`config.mk`:
```
export PLATFORM = sky130hd
export DESIGN_NAME = spi_control_config
export DESIGN_NICKNAME = d
export VERILOG_FILES = /design/src/pkg/serial_ctrl_pkg.sv /design/src/pkg/pin_cfg_if.sv /design/src/hdl/serial_pin_mux.sv /design/src/hdl/spi_control_config.sv
export SDC_FILE = /design/constraint.sdc
export NUM_CORES = 1
export LEC_CHECK = 0
export ABC_CLOCK_PERIOD_IN_PS = 1300
export BUFFER_PORTS_ARGS = -buffer_cell sky130_fd_sc_hd__buf_2
export CORE_AREA = 2 2 70 79
export CTS_BUF_LIST = sky130_fd_sc_hd__clkbuf_2 sky130_fd_sc_hd__clkbuf_4 sky130_fd_sc_hd__clkbuf_8
export DETAILED_ROUTE_END_ITERATION = 8
export DIE_AREA = 0 0 72 81
export PLACE_DENSITY_LB_ADDON = 0.3
export SKIP_LAST_GASP = 1
export SYNTH_ARGS = -nofsm -noshare
export SYNTH_HDL_FRONTEND = slang
export SYNTH_HIERARCHICAL = 1
export SYNTH_SLANG_ARGS = --single-unit
```
`constraint.sdc`:
```
create_clock -name clk_in -period 1.3 [get_ports clk_in]
set_input_delay 0.195 -clock clk_in [delete_from_list [all_inputs] [get_ports clk_in]]
set_output_delay 0.195 -clock clk_in [all_outputs]
set_load 0.03 [all_outputs]
```
`src/pkg/serial_ctrl_pkg.sv`:
```
// Constants shared by the serial control block and its testbench
package serial_ctrl_pkg;
	localparam int ADDR_W = 12;
	// Register indices; byte address is four times the index
	localparam logic [9:0] IDX_CTRL_ONE = 10'h000;
	localparam logic [9:0] IDX_CTRL_TWO = 10'h001;
	localparam logic [9:0] IDX_IRQ_STAT = 10'h008;
	localparam logic [9:0] IDX_IRQ_MASK = 10'h009;
	// Control one field positions
	localparam int B_GIE = 7;
	localparam int B_ENA = 6;
	localparam int B_TXIE = 5;
	localparam int B_ROLE = 4;
	localparam int B_CLOCK_POLARITY = 3;
	localparam int B_CLOCK_PHASE = 2;
	localparam int B_SELECT_OUTPUT_ENABLE = 1;
	localparam int B_LSBF = 0;
	// Control two field positions
	localparam int B_TRANSFER_WIDTH_SEL = 6;
	localparam int B_MODE_FAULT_FLAG = 4;
	localparam int B_BOE = 3;
	localparam int B_WCS = 1;
	localparam int B_PIN = 0;
	localparam logic [7:0] CTRL_TWO_MASK = 8'h5B;
	localparam logic [7:0] CTRL_ONE_ABORT = 8'h0F;
	localparam logic [7:0] CTRL_TWO_ABORT = 8'h51;
	localparam logic [7:0] CTRL_RESET = 8'h00;
	// Interrupt status bits
	localparam int IRQ_W = 3;
	localparam int I_ABORT = 0;
	localparam int I_FAULT = 1;
	localparam int I_FRAME = 2;
	localparam logic [IRQ_W-1:0] IRQ_RESET = 3'h0;
	localparam logic [4:0] BITS_NARROW = 5'h08;
	localparam logic [4:0] BITS_WIDE = 5'h10;
	typedef enum logic [1:0] {
		LK_IDLE = 2'b00,
		LK_ACTIVE = 2'b01
	} link_state_e;
	function automatic logic [ADDR_W-1:0] reg_addr(input logic [9:0] idx);
		reg_addr = {idx, 2'b00};
	endfunction : reg_addr
endpackage : serial_ctrl_pkg

```
`src/pkg/pin_cfg_if.sv`:
```
// Configuration and pin direction signals between control and pin mux
`timescale 1ns/1ps
interface pin_cfg_if;
	logic enable;
	logic master;
	logic pin_ctl;
	logic bidir_oe;
	logic mode_fault_flag_en;
	logic ss_oe;
	logic mosi_oe_n;
	logic miso_oe_n;
	logic ss_oe_n;
	logic sck_oe_n;
	logic rx_on_mosi;
	logic ss_fault_in;
	modport cfg (
		output enable, master, pin_ctl, bidir_oe, mode_fault_flag_en, ss_oe,
		input mosi_oe_n, miso_oe_n, ss_oe_n, sck_oe_n, rx_on_mosi,
		input ss_fault_in
	);
	modport mux (
		input enable, master, pin_ctl, bidir_oe, mode_fault_flag_en, ss_oe,
		output mosi_oe_n, miso_oe_n, ss_oe_n, sck_oe_n, rx_on_mosi,
		output ss_fault_in
	);
endinterface : pin_cfg_if

```
`src/hdl/serial_pin_mux.sv`:
```
// Pin direction selection for the serial port pins
`timescale 1ns/1ps
module serial_pin_mux (
	input wire logic clk_in,
	input wire logic sys_rst_in,
	pin_cfg_if.mux cfg
);
	wire logic mst = cfg.enable & cfg.master;
	wire logic slv = cfg.enable & ~cfg.master;
	wire logic bidir = cfg.pin_ctl;

	// Enable low means the pin is driven
	assign cfg.mosi_oe_n = ~(mst & (~bidir | cfg.bidir_oe));
	assign cfg.miso_oe_n = ~(slv & (~bidir | cfg.bidir_oe));
	assign cfg.ss_oe_n = ~(mst & cfg.mode_fault_flag_en & cfg.ss_oe);
	assign cfg.sck_oe_n = ~mst;
	// Receive pin: mosi for slave normal and master bidirectional
	assign cfg.rx_on_mosi = (mst & bidir) | (slv & ~bidir);
	assign cfg.ss_fault_in = mst & cfg.mode_fault_flag_en & ~cfg.ss_oe;
endmodule : serial_pin_mux

```
`src/hdl/spi_control_config.sv`:
```
// Control registers, abort detection and link sampling of the serial port
//
// Behaviour
// - Done or fault flag interrupts need general enable
// - Module enable gives pins; clear forces idle
// - Transmit empty interrupt needs transmit enable
// - Role bit picks master; change forces idle
// - Polarity bit sets serial clock rest level
// - Both ends need equal clock polarity
// - Phase bit picks odd or even sample edges; here only slave sampling follows it, no phase output reaches the master
// - Master format change aborts transfer, forces idle
// - Select pin use follows fault and output enables
// - Low bit first option; register keeps top bit
// - Width bit selects 8 or 16 bits
// - Fault detect only in master; slave select input
// - Bidirectional output enable gates the shared pin
// - Master bidir output enable change aborts transfer; here only while pin control selects single pin
// - Wait stop bit halts clock in wait
// - Pin control picks normal or single pin
// - Controls always accessible; reserved writes ignored
//
// Decided for this implementation: the APB slave port.
`timescale 1ns/1ps
module spi_control_config
	import serial_ctrl_pkg::*;
(
	input wire logic clk_in,
	input wire logic sys_rst_in,
	input wire logic psel_in,
	input wire logic penable_in,
	input wire logic pwrite_in,
	input wire logic [ADDR_W-1:0] paddr_in,
	input wire logic [31:0] pwdata_in,
	output logic [31:0] prdata_out,
	output logic pready_out,
	output logic pslverr_out,
	input wire logic transfer_done_flag_in,
	input wire logic mode_fault_flag_in,
	input wire logic tx_empty_flag_in,
	input wire logic wait_mode_in,
	input wire logic ss_pin_in,
	input wire logic sck_pin_in,
	output logic irq_out,
	output logic force_idle_out,
	output logic flags_reset_out,
	output logic sck_gen_enable_out,
	output logic sck_idle_level_out,
	output logic low_bit_first_out,
	output logic [4:0] transfer_bits_out,
	output logic sample_strobe_out,
	output logic mode_fault_detect_out,
	output logic mosi_oe_n_out,
	output logic miso_oe_n_out,
	output logic ss_oe_n_out,
	output logic sck_oe_n_out,
	output logic rx_on_mosi_out
);
	////////////////////////////////////////////////////////////////////////
	logic [7:0] one_ff;
	logic [7:0] two_ff;
	logic [IRQ_W-1:0] stat_ff;
	logic [IRQ_W-1:0] mask_ff;
	logic [31:0] rdata_ff;
	logic abort_ff;
	logic ss_s1_ff;
	logic ss_s2_ff;
	logic sck_s1_ff;
	logic sck_s2_ff;
	logic sck_d_ff;
	logic parity_ff;
	logic fault_d_ff;
	logic fault_pulse_ff;
	link_state_e link_ff;
	link_state_e nxt_link;
	pin_cfg_if pins ();
	////////////////////////////////////////////////////////////////////////
	// Bus decode
	wire logic setup = psel_in & ~penable_in;
	wire logic access = psel_in & penable_in;
	wire logic sel_one = paddr_in == reg_addr(IDX_CTRL_ONE);
	wire logic sel_two = paddr_in == reg_addr(IDX_CTRL_TWO);
	wire logic sel_stat = paddr_in == reg_addr(IDX_IRQ_STAT);
	wire logic sel_mask = paddr_in == reg_addr(IDX_IRQ_MASK);
	wire logic hit = sel_one | sel_two | sel_stat | sel_mask;
	wire logic wr_en = access & pwrite_in & hit;
	// Zero wait states; unmapped addresses answer with an error
	assign pready_out = access;
	assign pslverr_out = access & ~hit;
	assign prdata_out = rdata_ff;
	wire logic [31:0] rd_mux =
		sel_one ? {24'h000000, one_ff} :
		sel_two ? {24'h000000, two_ff} :
		sel_stat ? {29'h00000000, stat_ff} :
		sel_mask ? {29'h00000000, mask_ff} : 32'h00000000;
	////////////////////////////////////////////////////////////////////////
	// Control register next values
	wire logic [7:0] nxt_one = (wr_en & sel_one) ? pwdata_in[7:0] : one_ff;
	wire logic [7:0] nxt_two = (wr_en & sel_two) ?
		(pwdata_in[7:0] & CTRL_TWO_MASK) : two_ff;
	wire logic [7:0] diff_one = nxt_one ^ one_ff;
	wire logic [7:0] diff_two = nxt_two ^ two_ff;
	wire logic enable = one_ff[B_ENA];
	wire logic master = one_ff[B_ROLE];
	// Role change aborts in either mode; format changes only as master
	wire logic role_chg = diff_one[B_ROLE];
	wire logic fmt_chg = master & ((|(diff_one & CTRL_ONE_ABORT)) |
		(|(diff_two & CTRL_TWO_ABORT)));
	wire logic boe_chg = master & two_ff[B_PIN] & diff_two[B_BOE];
	wire logic nxt_abort = role_chg | fmt_chg | boe_chg;
	always_ff @(posedge clk_in or posedge sys_rst_in) begin
		if (sys_rst_in) begin
			one_ff <= CTRL_RESET;
			two_ff <= CTRL_RESET;
			abort_ff <= 1'b0;
		end else begin
			one_ff <= nxt_one;
			two_ff <= nxt_two;
			abort_ff <= nxt_abort;
		end
	end
	always_ff @(posedge clk_in or posedge sys_rst_in) begin
		if (sys_rst_in) begin
			rdata_ff <= 32'h00000000;
		end else if (setup) begin
			rdata_ff <= rd_mux;
		end
	end
	////////////////////////////////////////////////////////////////////////
	// Link input synchronisers
	always_ff @(posedge clk_in or posedge sys_rst_in) begin
		if (sys_rst_in) begin
			ss_s1_ff <= 1'b1;
			ss_s2_ff <= 1'b1;
			sck_s1_ff <= 1'b0;
			sck_s2_ff <= 1'b0;
			sck_d_ff <= 1'b0;
		end else begin
			ss_s1_ff <= ss_pin_in;
			ss_s2_ff <= ss_s1_ff;
			sck_s1_ff <= sck_pin_in;
			sck_s2_ff <= sck_s1_ff;
			sck_d_ff <= sck_s2_ff;
		end
	end
	////////////////////////////////////////////////////////////////////////
	// Slave frame tracking and sample edge selection
	wire logic slave_on = enable & ~master;
	wire logic sck_edge = sck_s2_ff ^ sck_d_ff;
	wire logic selected = slave_on & ~ss_s2_ff;
	wire logic frame_start = (link_ff == LK_IDLE) & selected;
	always_comb begin
		nxt_link = link_ff;
		case (link_ff)
			LK_IDLE: begin
				if (selected) begin
					nxt_link = LK_ACTIVE;
				end
			end
			LK_ACTIVE: begin
				if (~selected | force_idle_out) begin
					nxt_link = LK_IDLE;
				end
			end
			default: begin
				nxt_link = LK_IDLE;
			end
		endcase
	end
	// Parity counts edges seen; zero before the first edge
	wire logic in_frame = (link_ff == LK_ACTIVE) & selected;
	always_ff @(posedge clk_in or posedge sys_rst_in) begin
		if (sys_rst_in) begin
			link_ff <= LK_IDLE;
			parity_ff <= 1'b0;
		end else begin
			link_ff <= nxt_link;
			if (~in_frame | force_idle_out) begin
				parity_ff <= 1'b0;
			end else if (sck_edge) begin
				parity_ff <= ~parity_ff;
			end
		end
	end
	// Odd edges have parity zero; even edges parity one
	assign sample_strobe_out = in_frame & ~force_idle_out & sck_edge &
		(parity_ff == one_ff[B_CLOCK_PHASE]);
	////////////////////////////////////////////////////////////////////////
	// Mode fault detection as master with the select pin as input
	wire logic fault_cond = pins.ss_fault_in & ~ss_s2_ff;
	always_ff @(posedge clk_in or posedge sys_rst_in) begin
		if (sys_rst_in) begin
			fault_d_ff <= 1'b0;
			fault_pulse_ff <= 1'b0;
		end else begin
			fault_d_ff <= fault_cond;
			fault_pulse_ff <= fault_cond & ~fault_d_ff;
		end
	end
	assign mode_fault_detect_out = fault_pulse_ff;
	////////////////////////////////////////////////////////////////////////
	// Interrupts: sticky status, write one to clear, set beats clear
	wire logic [IRQ_W-1:0] irq_event = {frame_start, fault_pulse_ff,
		abort_ff};
	wire logic [IRQ_W-1:0] irq_clr = (wr_en & sel_stat) ?
		pwdata_in[IRQ_W-1:0] : IRQ_RESET;
	always_ff @(posedge clk_in or posedge sys_rst_in) begin
		if (sys_rst_in) begin
			stat_ff <= IRQ_RESET;
			mask_ff <= IRQ_RESET;
		end else begin
			stat_ff <= (stat_ff & ~irq_clr) | irq_event;
			if (wr_en & sel_mask) begin
				mask_ff <= pwdata_in[IRQ_W-1:0];
			end
		end
	end
	wire logic flag_req = enable & one_ff[B_GIE] &
		(transfer_done_flag_in | mode_fault_flag_in);
	wire logic tx_req = enable & one_ff[B_TXIE] & tx_empty_flag_in;
	assign irq_out = flag_req | tx_req | (|(stat_ff & mask_ff));
	////////////////////////////////////////////////////////////////////////
	// Outputs to shifter, baud divider and status logic
	assign force_idle_out = abort_ff | ~enable;
	assign flags_reset_out = ~enable;
	// Slave keeps following the master clock during wait
	assign sck_gen_enable_out = enable & master &
		~(wait_mode_in & two_ff[B_WCS]);
	assign sck_idle_level_out = one_ff[B_CLOCK_POLARITY];
	// Shift order only; data register layout never changes
	assign low_bit_first_out = one_ff[B_LSBF];
	assign transfer_bits_out = two_ff[B_TRANSFER_WIDTH_SEL] ? BITS_WIDE :
		BITS_NARROW;
	////////////////////////////////////////////////////////////////////////
	// Pin mux
	assign pins.enable = enable;
	assign pins.master = master;
	assign pins.pin_ctl = two_ff[B_PIN];
	assign pins.bidir_oe = two_ff[B_BOE];
	assign pins.mode_fault_flag_en = two_ff[B_MODE_FAULT_FLAG];
	assign pins.ss_oe = one_ff[B_SELECT_OUTPUT_ENABLE];

	serial_pin_mux u_pin_mux (
		.clk_in(clk_in),
		.sys_rst_in(sys_rst_in),
		.cfg(pins.mux)
	);

	assign mosi_oe_n_out = pins.mosi_oe_n;
	assign miso_oe_n_out = pins.miso_oe_n;
	assign ss_oe_n_out = pins.ss_oe_n;
	assign sck_oe_n_out = pins.sck_oe_n;
	assign rx_on_mosi_out = pins.rx_on_mosi;

	////////////////////////////////////////////////////////////////////////
	// Checks
	logic [2:0] edge_chk_ff;
	always_ff @(posedge clk_in or posedge sys_rst_in) begin
		if (sys_rst_in) begin
			edge_chk_ff <= 3'h0;
		end else if (~in_frame | force_idle_out) begin
			edge_chk_ff <= 3'h0;
		end else if (sck_edge) begin
			edge_chk_ff <= edge_chk_ff + 3'h1;
		end
	end
endmodule : spi_control_config

```
==> results of run 1 <==
==> cell type report <==
| cell class | instances | area [um2] |
|---|---|---|
| clock buffer | 6 | 76.3 |
| clock inverter | 2 | 12.5 |
| fill | 440 | 2130 |
| inverter | 5 | 21.3 |
| multi-input combinational | 135 | 1080 |
| sequential | 39 | 980 |
| tap | 60 | 75.1 |
| timing repair buffer | 99 | 768 |
==> metal layers <==
metal	global-route usage [%]	up-vias
met5	0	-
met4	6.79	0
met3	3.72	6
met2	29.9	55
met1	21.0	794
li1	-	790
==> state kept, by name (all words and copies together), names as in the netlist, named ones only <==
name and count:
stat_ff 3, mask_ff 3, one_ff 8, ss_s2_ff 1
sck_s1_ff 1, link_ff 1, ss_s1_ff 1, abort_ff 1
two_ff 6, parity_ff 1, sck_d_ff 1, mode_fault_detect_out 1
sck_s2_ff 1, fault_d_ff 1, prdata_out 8
==> synth_stat cells (3+ instances only) <==
| cell | instances | share of area (%) |
|---|---|---|
| mux4_2 | 3 | 3.3 |
| a21oi_1 | 3 | 0.73 |
| nand3_1 | 7 | 1.7 |
| nor2_1 | 4 | 0.73 |
| inv_1 | 5 | 0.91 |
| xor2_1 | 5 | 2.1 |
| nor3_1 | 3 | 0.73 |
| and2_1 | 4 | 1.2 |
| dfrtp_1 | 37 | 45 |
| nand2b_1 | 3 | 0.91 |
| clkbuf_1 | 3 | 0.55 |
| o21ai_0 | 8 | 1.9 |
| mux2_1 | 3 | 1.6 |
| nand4_1 | 4 | 1.2 |
| nor2b_1 | 3 | 0.91 |
| mux2_2 | 13 | 7.1 |
| nand2_1 | 15 | 2.7 |
| buf_4 | 28 | 10 |
| mux2i_1 | 4 | 1.9 |
| xnor2_1 | 6 | 2.6 |
==> timing repair <==
action,CTS,global route
setup buffers,10,10
setup endpoints to repair,37,40
endpoints found under the hold margin,39,0
pin swaps,12,14
hold buffers,3,0
resized for setup,48,25
==> worst max-delay path: stages <==
cell and delay, ps:
buf_6 90, or4_4 560, nor4_4 280, buf_6 150, nor2b_2 30, buf_4 160
==> stage by stage <==
stage | instances | power, uW | area, um2 | setup TNS, ps | hold slack (ps)
finish | 346 | 2360 | 3020 | -6600 | 131
global route | 346 | 2470 | 3020 | -8190 | 125
CTS | 338 | 2380 | 2860 | -5700 | 126
detailed placement | 318 | 1540 | 2500 | -14720 | 264
global placement | 318 | 1540 | 2500 | -13360 | 261
floorplan | 210 | 1500 | 2180 | -7470 | 199
==> kinds of logic (layout without fill, tap and decap cells) <==
| family | count (synthesis) | in the layout | synth area share [%] |
|---|---|---|---|
| flip-flops | 39 | 39 | 47.6 |
| AND/OR/NAND/NOR | 54 | 54 | 15.5 |
| AO/OA/AOI/OAI | 20 | 20 | 6.33 |
| buffers and inverters | 36 | 112 | 11.7 |
| XOR/XNOR | 11 | 11 | 4.69 |
| other | 1 | 27 | 0.183 |
| multiplexers | 23 | 23 | 14.0 |
==> where the power goes <==
group	switching (uW)	total, uW	internal [uW]
clock network	428	824	396
registers	3.83	1230	1220
logic	212	310	98.1
total	644	2360	1720
==> worst paths after layout <==
path,start,to,slack [ps]
setup / recovery,paddr_in[1],pslverr_out,-360
hold / removal,pwdata_in[5],one_ff[5],130
setup reg to reg,two_ff[0],prdata_out[0],-50
hold reg to reg,sck_s1_ff,sck_s2_ff,360
max in group asynchronous,sys_rst_in,ss_s2_ff,560
min in group asynchronous,sys_rst_in,sck_s1_ff,480
==> flow_summary_export.csv, run 1 <==
group,metric,value,unit
routing,ant_nets,0,
layout,nNetsFinal,340,
status,status,"finished, violations left",
flow_run,max-cap-violations,0,
clock_tree,cts_sinks,39,
clock_tree,htreeDepth,2,
yosys,yosysSeqAreaShare,47.6,%
clock_tree,tritoncts,"done",
place,port_buffers,55,
hold_path,hold_path_depth,2,
place,place_hpwl,3.48,mm
clock_tree,path_clk_slew,70,ps
global_routing,grt_usage,17.3,%
power,irDropWorstVdd,0.662,mV
sta,hold_violations,0,
clock_tree,cts_buffers,5,
routing,top_layer,"met4",
yosys,synth_warnings,6,
layout,drive_above_1_share,53.5,%
sta,fin_skew,8.34,ps
sta,fmax,601,MHz
yosys,ys_async_sr_fraction,100,%
sta,rsz0062_at_grt,"true",
layout,syn_to_final_growth,46.9,%
place,pre_cts_ws,-571,ps
sta,drv_slew,0,
yosys,synth_edf_count,0,
layout,final_common_cell,"buf_2",
layout,antennaDiodeCount,0,
worst_setup_path,crit_type,"input pin to output port",
die,initial_core_util,39.9,%
sta,post-route-min-period,1660,ps
routing,vias,1645,
global_routing,globalRouteOverflowTotal,0,
worst_setup_path,reg2reg_depth,4,
routing,wl_met1,1.98,mm
yosys,synth_area,2050,um2
yosys,synthFlopType,"dfrtp_1",
die,placementRows,28,
status,violations,"setup timing",
yosys,ys_ff_latch,39,
yosys,netlist_instances,184,
clock_tree,clockBufferDepth,2,
global_routing,antenna_found_initial,0,
die,core,5150,um2
yosys,avgSynthCellArea,11.2,um2
die,fp.dieArea,5830,um2
routing,vias_per_cell,4.75,
layout,final_cell_mix,"buf_2, dfrtp_1, conb_1",
routing,wl_met3,246,um
sta,fin_crit_sh,128,%
clock_tree,ctsRootBufferMaster,"clkbuf_8",
hold_path,hp-class,"input pin to register",
sta,timing.final.ws_setup,-364,ps
global_routing,grt_max_degree,40,
clock_tree,clk_latency,300,ps
global_routing,grt_pass1_wl,7.49,mm
yosys,synth.distinct_cells,39,
power,power_density,782,nW/um2
routing,drc,0,
worst_setup_path,start_kind,"input pin",
routing,met2_length,2.51,mm
sta,final-setup-viol-count,39,
die,dieHeight,81,um
worst_setup_path,crit_fanout,2,
global_routing,grt_pass1_vias,1597,
power,p_leak,0.00154,uW
routing,first_pass_iters,4,
routing,drt_wl_total,4.81,mm
layout,utilization,58.6,%
routing,wire_per_inst,13.9,um
die,ios,107,
worst_setup_path,cp_data_required_time,1110,ps
worst_setup_path,arrival,1470,ps
place,place.gp.congestion,0.759,
worst_setup_path,critPathCaptureType,"output port",
die,die_width,72,um
routing,drt-initial-drc-count,68,
Power figures use the tool's default switching activity.
==> run 2, diff against run 1 <==
Settings changed: ABC_CLOCK_PERIOD_IN_PS 1300 to 2000, CORE_AREA 2 2 70 79 to 2 2 65 73, DIE_AREA 0 0 72 81 to 0 0 67 75, GPL_TIMING_DRIVEN set to 0.
Clock period 1.3 ns to 2 ns, I/O delays scaled along.
==> run 2 against run 1 <==
  * Wire length decreased by 12%
  * Register-to-register slack improved by 760 ps
  * Critical path depth decreased by 1
  * Clock-buffer cell count increased by 2
  * The flow now finishes without violations
  * Worst hold slack got worse by 26 ps
  * Sequential share of layout area increased by 5.0 points
  * Clock power decreased by 29%
  * Via count decreased by 3.8%
==> flow_summary_export.csv, run 2 (same netlist as run 1, synthesis figures left out) <==
group,metric,value,unit
clock_tree,clockBufferDepth,2,
routing,vias_per_cell,4.82,
sta,slew_headroom,47.0,%
clock_tree,path_clk_slew,70,ps
layout,utilization,61.4,%
worst_setup_path,critPathCaptureType,"output port",
global_routing,grt_pass1_vias,1422,
global_routing,globalRouteOverflowTotal,0,
worst_setup_path,cpMostUsedCell,"buf_2",
power,p_total,1600,uW
die,dieHeight,75,um
worst_setup_path,cp_data_required_time,1700,ps
layout,final_common_cell,"buf_2",
status,status,"completed",
sta,hold_violations,0,
hold_path,hp-class,"input pin to register",
sta,drv_slew,0,
worst_setup_path,crit_slowest_cell,"or4_4",
place,dpl-instance-area,2480,um2
worst_setup_path,start_kind,"input pin",
place,place.gp.congestion,0.852,
sta,post-route-min-period,1850,ps
global_routing,grt_max_degree,40,
clock_tree,cts_hold_buf,0,
clock_tree,cts_buffers,5,
flow_run,max-cap-violations,0,
routing,drt-initial-drc-count,45,
worst_setup_path,crit_fanout,3,
hold_path,min_to,"ss_s1_ff",
sta,fmax,539,MHz
power,power_density,611,nW/um2
routing,first_pass_iters,4,
die,die_width,67,um
die,initial_core_util,48.3,%
worst_setup_path,crit_type,"input pin to output port",
global_routing,grt_pass1_wl,6.57,mm
die,core,4250,um2
worst_setup_path,rr_endpoint,"mode_fault_detect_out",
routing,vias,1582,
place,place_hpwl,3.21,mm
sta,final-setup-viol-count,0,
worst_setup_path,reg2reg_depth,4,
routing,ant_nets,0,
sta,timing.hold.ws,105,ps
sta,fin_crit_sh,92.7,%
layout,final_cell_mix,"buf_2, dfrtp_1, buf_4",
die,fp.dieArea,5030,um2
clock_tree,clk_latency,290,ps
sta,tightest_slew,794,ps
routing,drt_wl_total,4.22,mm
layout,fin_area,2610,um2
layout,nNetsFinal,328,
clock_tree,tritoncts,"done",
worst_setup_path,path_cells,"buf_2 -> or4_4 -> nor4_4 -> nor2b_1 -> buf_2",
global_routing,grt_usage,18.1,%
hold_path,hold_start,"ss_pin_in",
sta,fin_skew,5.49,ps
routing,drc,0,
worst_setup_path,max_stage_delay,560,ps
worst_setup_path,critPathLaunch,"paddr_in[0]",
place,port_buffers,53,
sta,rsz0062_at_grt,"false",
die,placementRows,25,
worst_setup_path,arrival,1550,ps
layout,syn_to_final_growth,27.2,%
clock_tree,ctsRootBufferMaster,"clkbuf_8",
power,p_leak,0.00137,uW
worst_setup_path,ff2ff_setup_slack,710,ps
clock_tree,cts_sinks,39,
worst_setup_path,timing.rr.start,"one_ff[6]",
routing,wire_per_inst,12.9,um
layout,antennaDiodeCount,0,
layout,drive_above_1_share,43.1,%
sta,setup-tns-final,0,ps
clock_tree,htreeDepth,2,
power,irDropWorstVdd,0.552,mV
hold_path,hold_path_depth,1,
global_routing,antenna_found_initial,0,
die,ios,107,
run 2: cell count changes in the layout (fill, tap and decap cells not counted), sizes merged:
cell	change
clkinvlp	-1
dlygate4sd3	-3
clkbuf	+5
clkinv	-1
buf	-12
run 2: per-stage QoR:
step	setup slack (ps)	instances
3_3_place_gp	-245	317
2_1_floorplan	69.2	210
3_5_place_dp	-238	317
5_1_grt	47.3	328
4_1_cts	98.4	328
6_report	146	328
run 2: power by group:
group / leakage [uW] / switching (uW) / internal (uW)
registers: 0.000524 / 2.75 / 796
clock network: 0.0000549 / 260 / 328
logic: 0.000795 / 133 / 75.9
run 2: critical path: cells and delay by family:
family	cells	cell delay (ps)
simple gates	3	980
buf+inv	2	280
run 2: repair_timing:
| action | in CTS | in global routing |
|---|---|---|
| setup buffers | 3 | 0 |
| setup endpoints to repair | 1 | 1 |
| pin swaps | 1 | 0 |
| gates resized for setup | 0 | 1 |
| hold endpoints to repair | 0 | 0 |
| gates cloned | 0 | 0 |
run 2: area by class of cell:
type                    count  area (um2)
clock buffers               8         104
fillers                   381        1640
multi-input cells         135         933
plain buffers              31         221
flip-flops and latches     39         980
repair buffers             56         288
well taps                  54        67.6
inverters                   5        18.8
run 2: routing by layer:
layer	vias up	wire length [um]	global-route usage [%]
met5	-	0	0
met4	0	77	8.16
met3	7	350	3.74
met2	69	2120	32.0
met1	738	1670	21.2
li1	768	-	-
run 2: worst max path at each step:
stage | endpoint | slack [ps] | cells past startpoint
6_report | pslverr_out | 150 | 5
5_1_grt | sample_strobe_out | 50 | 4
4_1_cts | sample_strobe_out | 100 | 4
3_5_place_dp | mask_ff[0] | -240 | 5
3_3_place_gp | mask_ff[0] | -250 | 5
2_1_floorplan | mask_ff[0] | 70 | 4
==> run 3, diff against run 2 <==
Settings changed: SETUP_SLACK_MARGIN set to 0.5.
==> run 3 against run 2 <==
  * Clock power down 14%
  * Largest power group unchanged
  * Die area unchanged
  * Largest cell class is now multi-input gates
  * Cell count rose by 4.3%
  * Register-to-register slack worse by 50 ps
  * Non-clock buffer count increased by 14
  * Maximum frequency rose by 4.9%
==> flow_summary_export.csv, run 3 (same netlist as run 1, synthesis figures left out) <==
group,metric,value,unit
place,port_buffers,53,
routing,vias_per_cell,4.75,
routing,drt-initial-drc-count,52,
routing,first_pass_iters,4,
place,dp_cells,317,
power,p_leak,0.00146,uW
routing,drc,0,
layout,nNetsFinal,342,
place,pre_cts_ws,-190,ps
global_routing,antenna_found_initial,0,
power,irDropWorstVdd,0.581,mV
die,core,4250,um2
routing,ant_nets,0,
layout,antennaDiodeCount,0,
die,initial_core_util,48.3,%
routing,drt_wl_total,4.63,mm
routing,vias,1626,
global_routing,grt_usage,19.2,%
layout,final_cell_mix,"buf_2, buf_4, dfrtp_1",
die,fp.dieArea,5030,um2
clock_tree,cts_sinks,39,
layout,fin_cells,342,
clock_tree,tritoncts,"done",
worst_setup_path,cp_data_required_time,1700,ps
routing,wire_per_inst,13.5,um
worst_setup_path,arrival,1470,ps
sta,slew_headroom,46.3,%
sta,post-route-min-period,1770,ps
worst_setup_path,start_kind,"register",
status,status,"completed",
clock_tree,cts_buffers,5,
worst_setup_path,crit_type,"register to output port",
sta,fmax,565,MHz
clock_tree,clk_latency,290,ps
global_routing,grt_max_degree,40,
clock_tree,path_clk_slew,70,ps
layout,syn_to_final_growth,39.1,%
worst_setup_path,ff2ff_setup_slack,660,ps
die,dieHeight,75,um
global_routing,globalRouteOverflowTotal,0,
worst_setup_path,crit_fanout,2,
global_routing,grt_pass1_wl,7.04,mm
sta,setup-tns-final,0,ps
die,placementRows,25,
clock_tree,htreeDepth,2,
sta,fin_skew,3.90,ps
worst_setup_path,critPathCaptureType,"output port",
global_routing,grt_pass1_vias,1521,
sta,drv_slew,0,
clock_tree,ctsRootBufferMaster,"clkbuf_8",
layout,drive_above_1_share,51.4,%
layout,final_common_cell,"buf_2",
clock_tree,cts_hold_buf,0,
place,place.gp.congestion,0.861,
power,power_density,535,nW/um2
clock_tree,clockBufferDepth,2,
layout,fin_area,2860,um2
sta,tightest_slew,804,ps
sta,timing.final.ws_setup,232,ps
sta,hold_violations,0,
flow_run,max-cap-violations,0,
sta,fin_crit_sh,88.4,%
layout,utilization,67.2,%
place,dpl-instance-area,2500,um2
die,ios,107,
hold_path,hp-class,"input pin to register",
die,die_width,67,um
sta,final-setup-viol-count,0,
place,place_hpwl,3.23,mm
sta,rsz0062_at_grt,"true",
## run 3: cell types whose count changed in the layout (fill, tap and decap cells not counted), moves of 4 or more
cell,before,now
o21ai_0,8,2
o21ai_1,0,6
nand2_1,15,11
buf_4,31,41
buf_6,0,12
nand2_2,0,4
buf_2,53,44
## run 3: stage by stage
step,hold WS (ps),power (uW)
3_5_place_dp,341,1020
5_1_grt,90.2,1600
6_report,106,1530
2_1_floorplan,304,974
4_1_cts,92.9,1540
3_3_place_gp,334,1020
## run 3: final cells by class
type,instances,area (um2)
repair buffers,70,460
plain buffers,31,221
clock inverters,3,15.0
flip-flops and latches,39,982
well taps,54,67.6
multi-input cells,135,1020
inverters,5,18.8
clock buffers,5,68.8
fillers,352,1400
## run 3: worst paths after layout
check / from / end / cells past startpoint
setup / recovery: stat_ff[2] / irq_out / 3
hold / removal: ss_pin_in / ss_s1_ff / 1
setup reg to reg: two_ff[3] / abort_ff / 5
hold reg to reg: sck_s1_ff / sck_s2_ff / 0
max in group asynchronous: sys_rst_in / one_ff[6] / 2
min in group asynchronous: sys_rst_in / sck_s2_ff / 2
## run 3: worst max-delay path, cell delays in order (launching register included)
cell	delay, ps
dfrtp_1	390
a222oi_1	450
o21ai_1	140
buf_4	200
## run 3: power breakdown
| part | leakage [uW] | internal, uW | switching, uW |
|---|---|---|---|
| Sequential | 0.000521 | 795 | 3.08 |
| Clock | 0.0000477 | 238 | 270 |
| Combinational | 0.000892 | 82.6 | 140 |
## run 3: metal layers
layer	global-route usage [%]	wire (um)	vias up	part of all wire, %
met1	21.9	1810	767	39
met3	5.08	352	7	7.6
met2	34.1	2360	62	51
li1	-	-	790	-
met4	7.48	107	0	2.3
met5	0	0	-	0
## run 3: timing repair
action | 4_1_cts | 5_1_grt
setup buffers | 5 | 12
gates cloned | 0 | 0
endpoints found under the hold margin | 0 | 0
pin swaps | 10 | 10
setup endpoints to repair | 29 | 37
resized for setup | 21 | 24
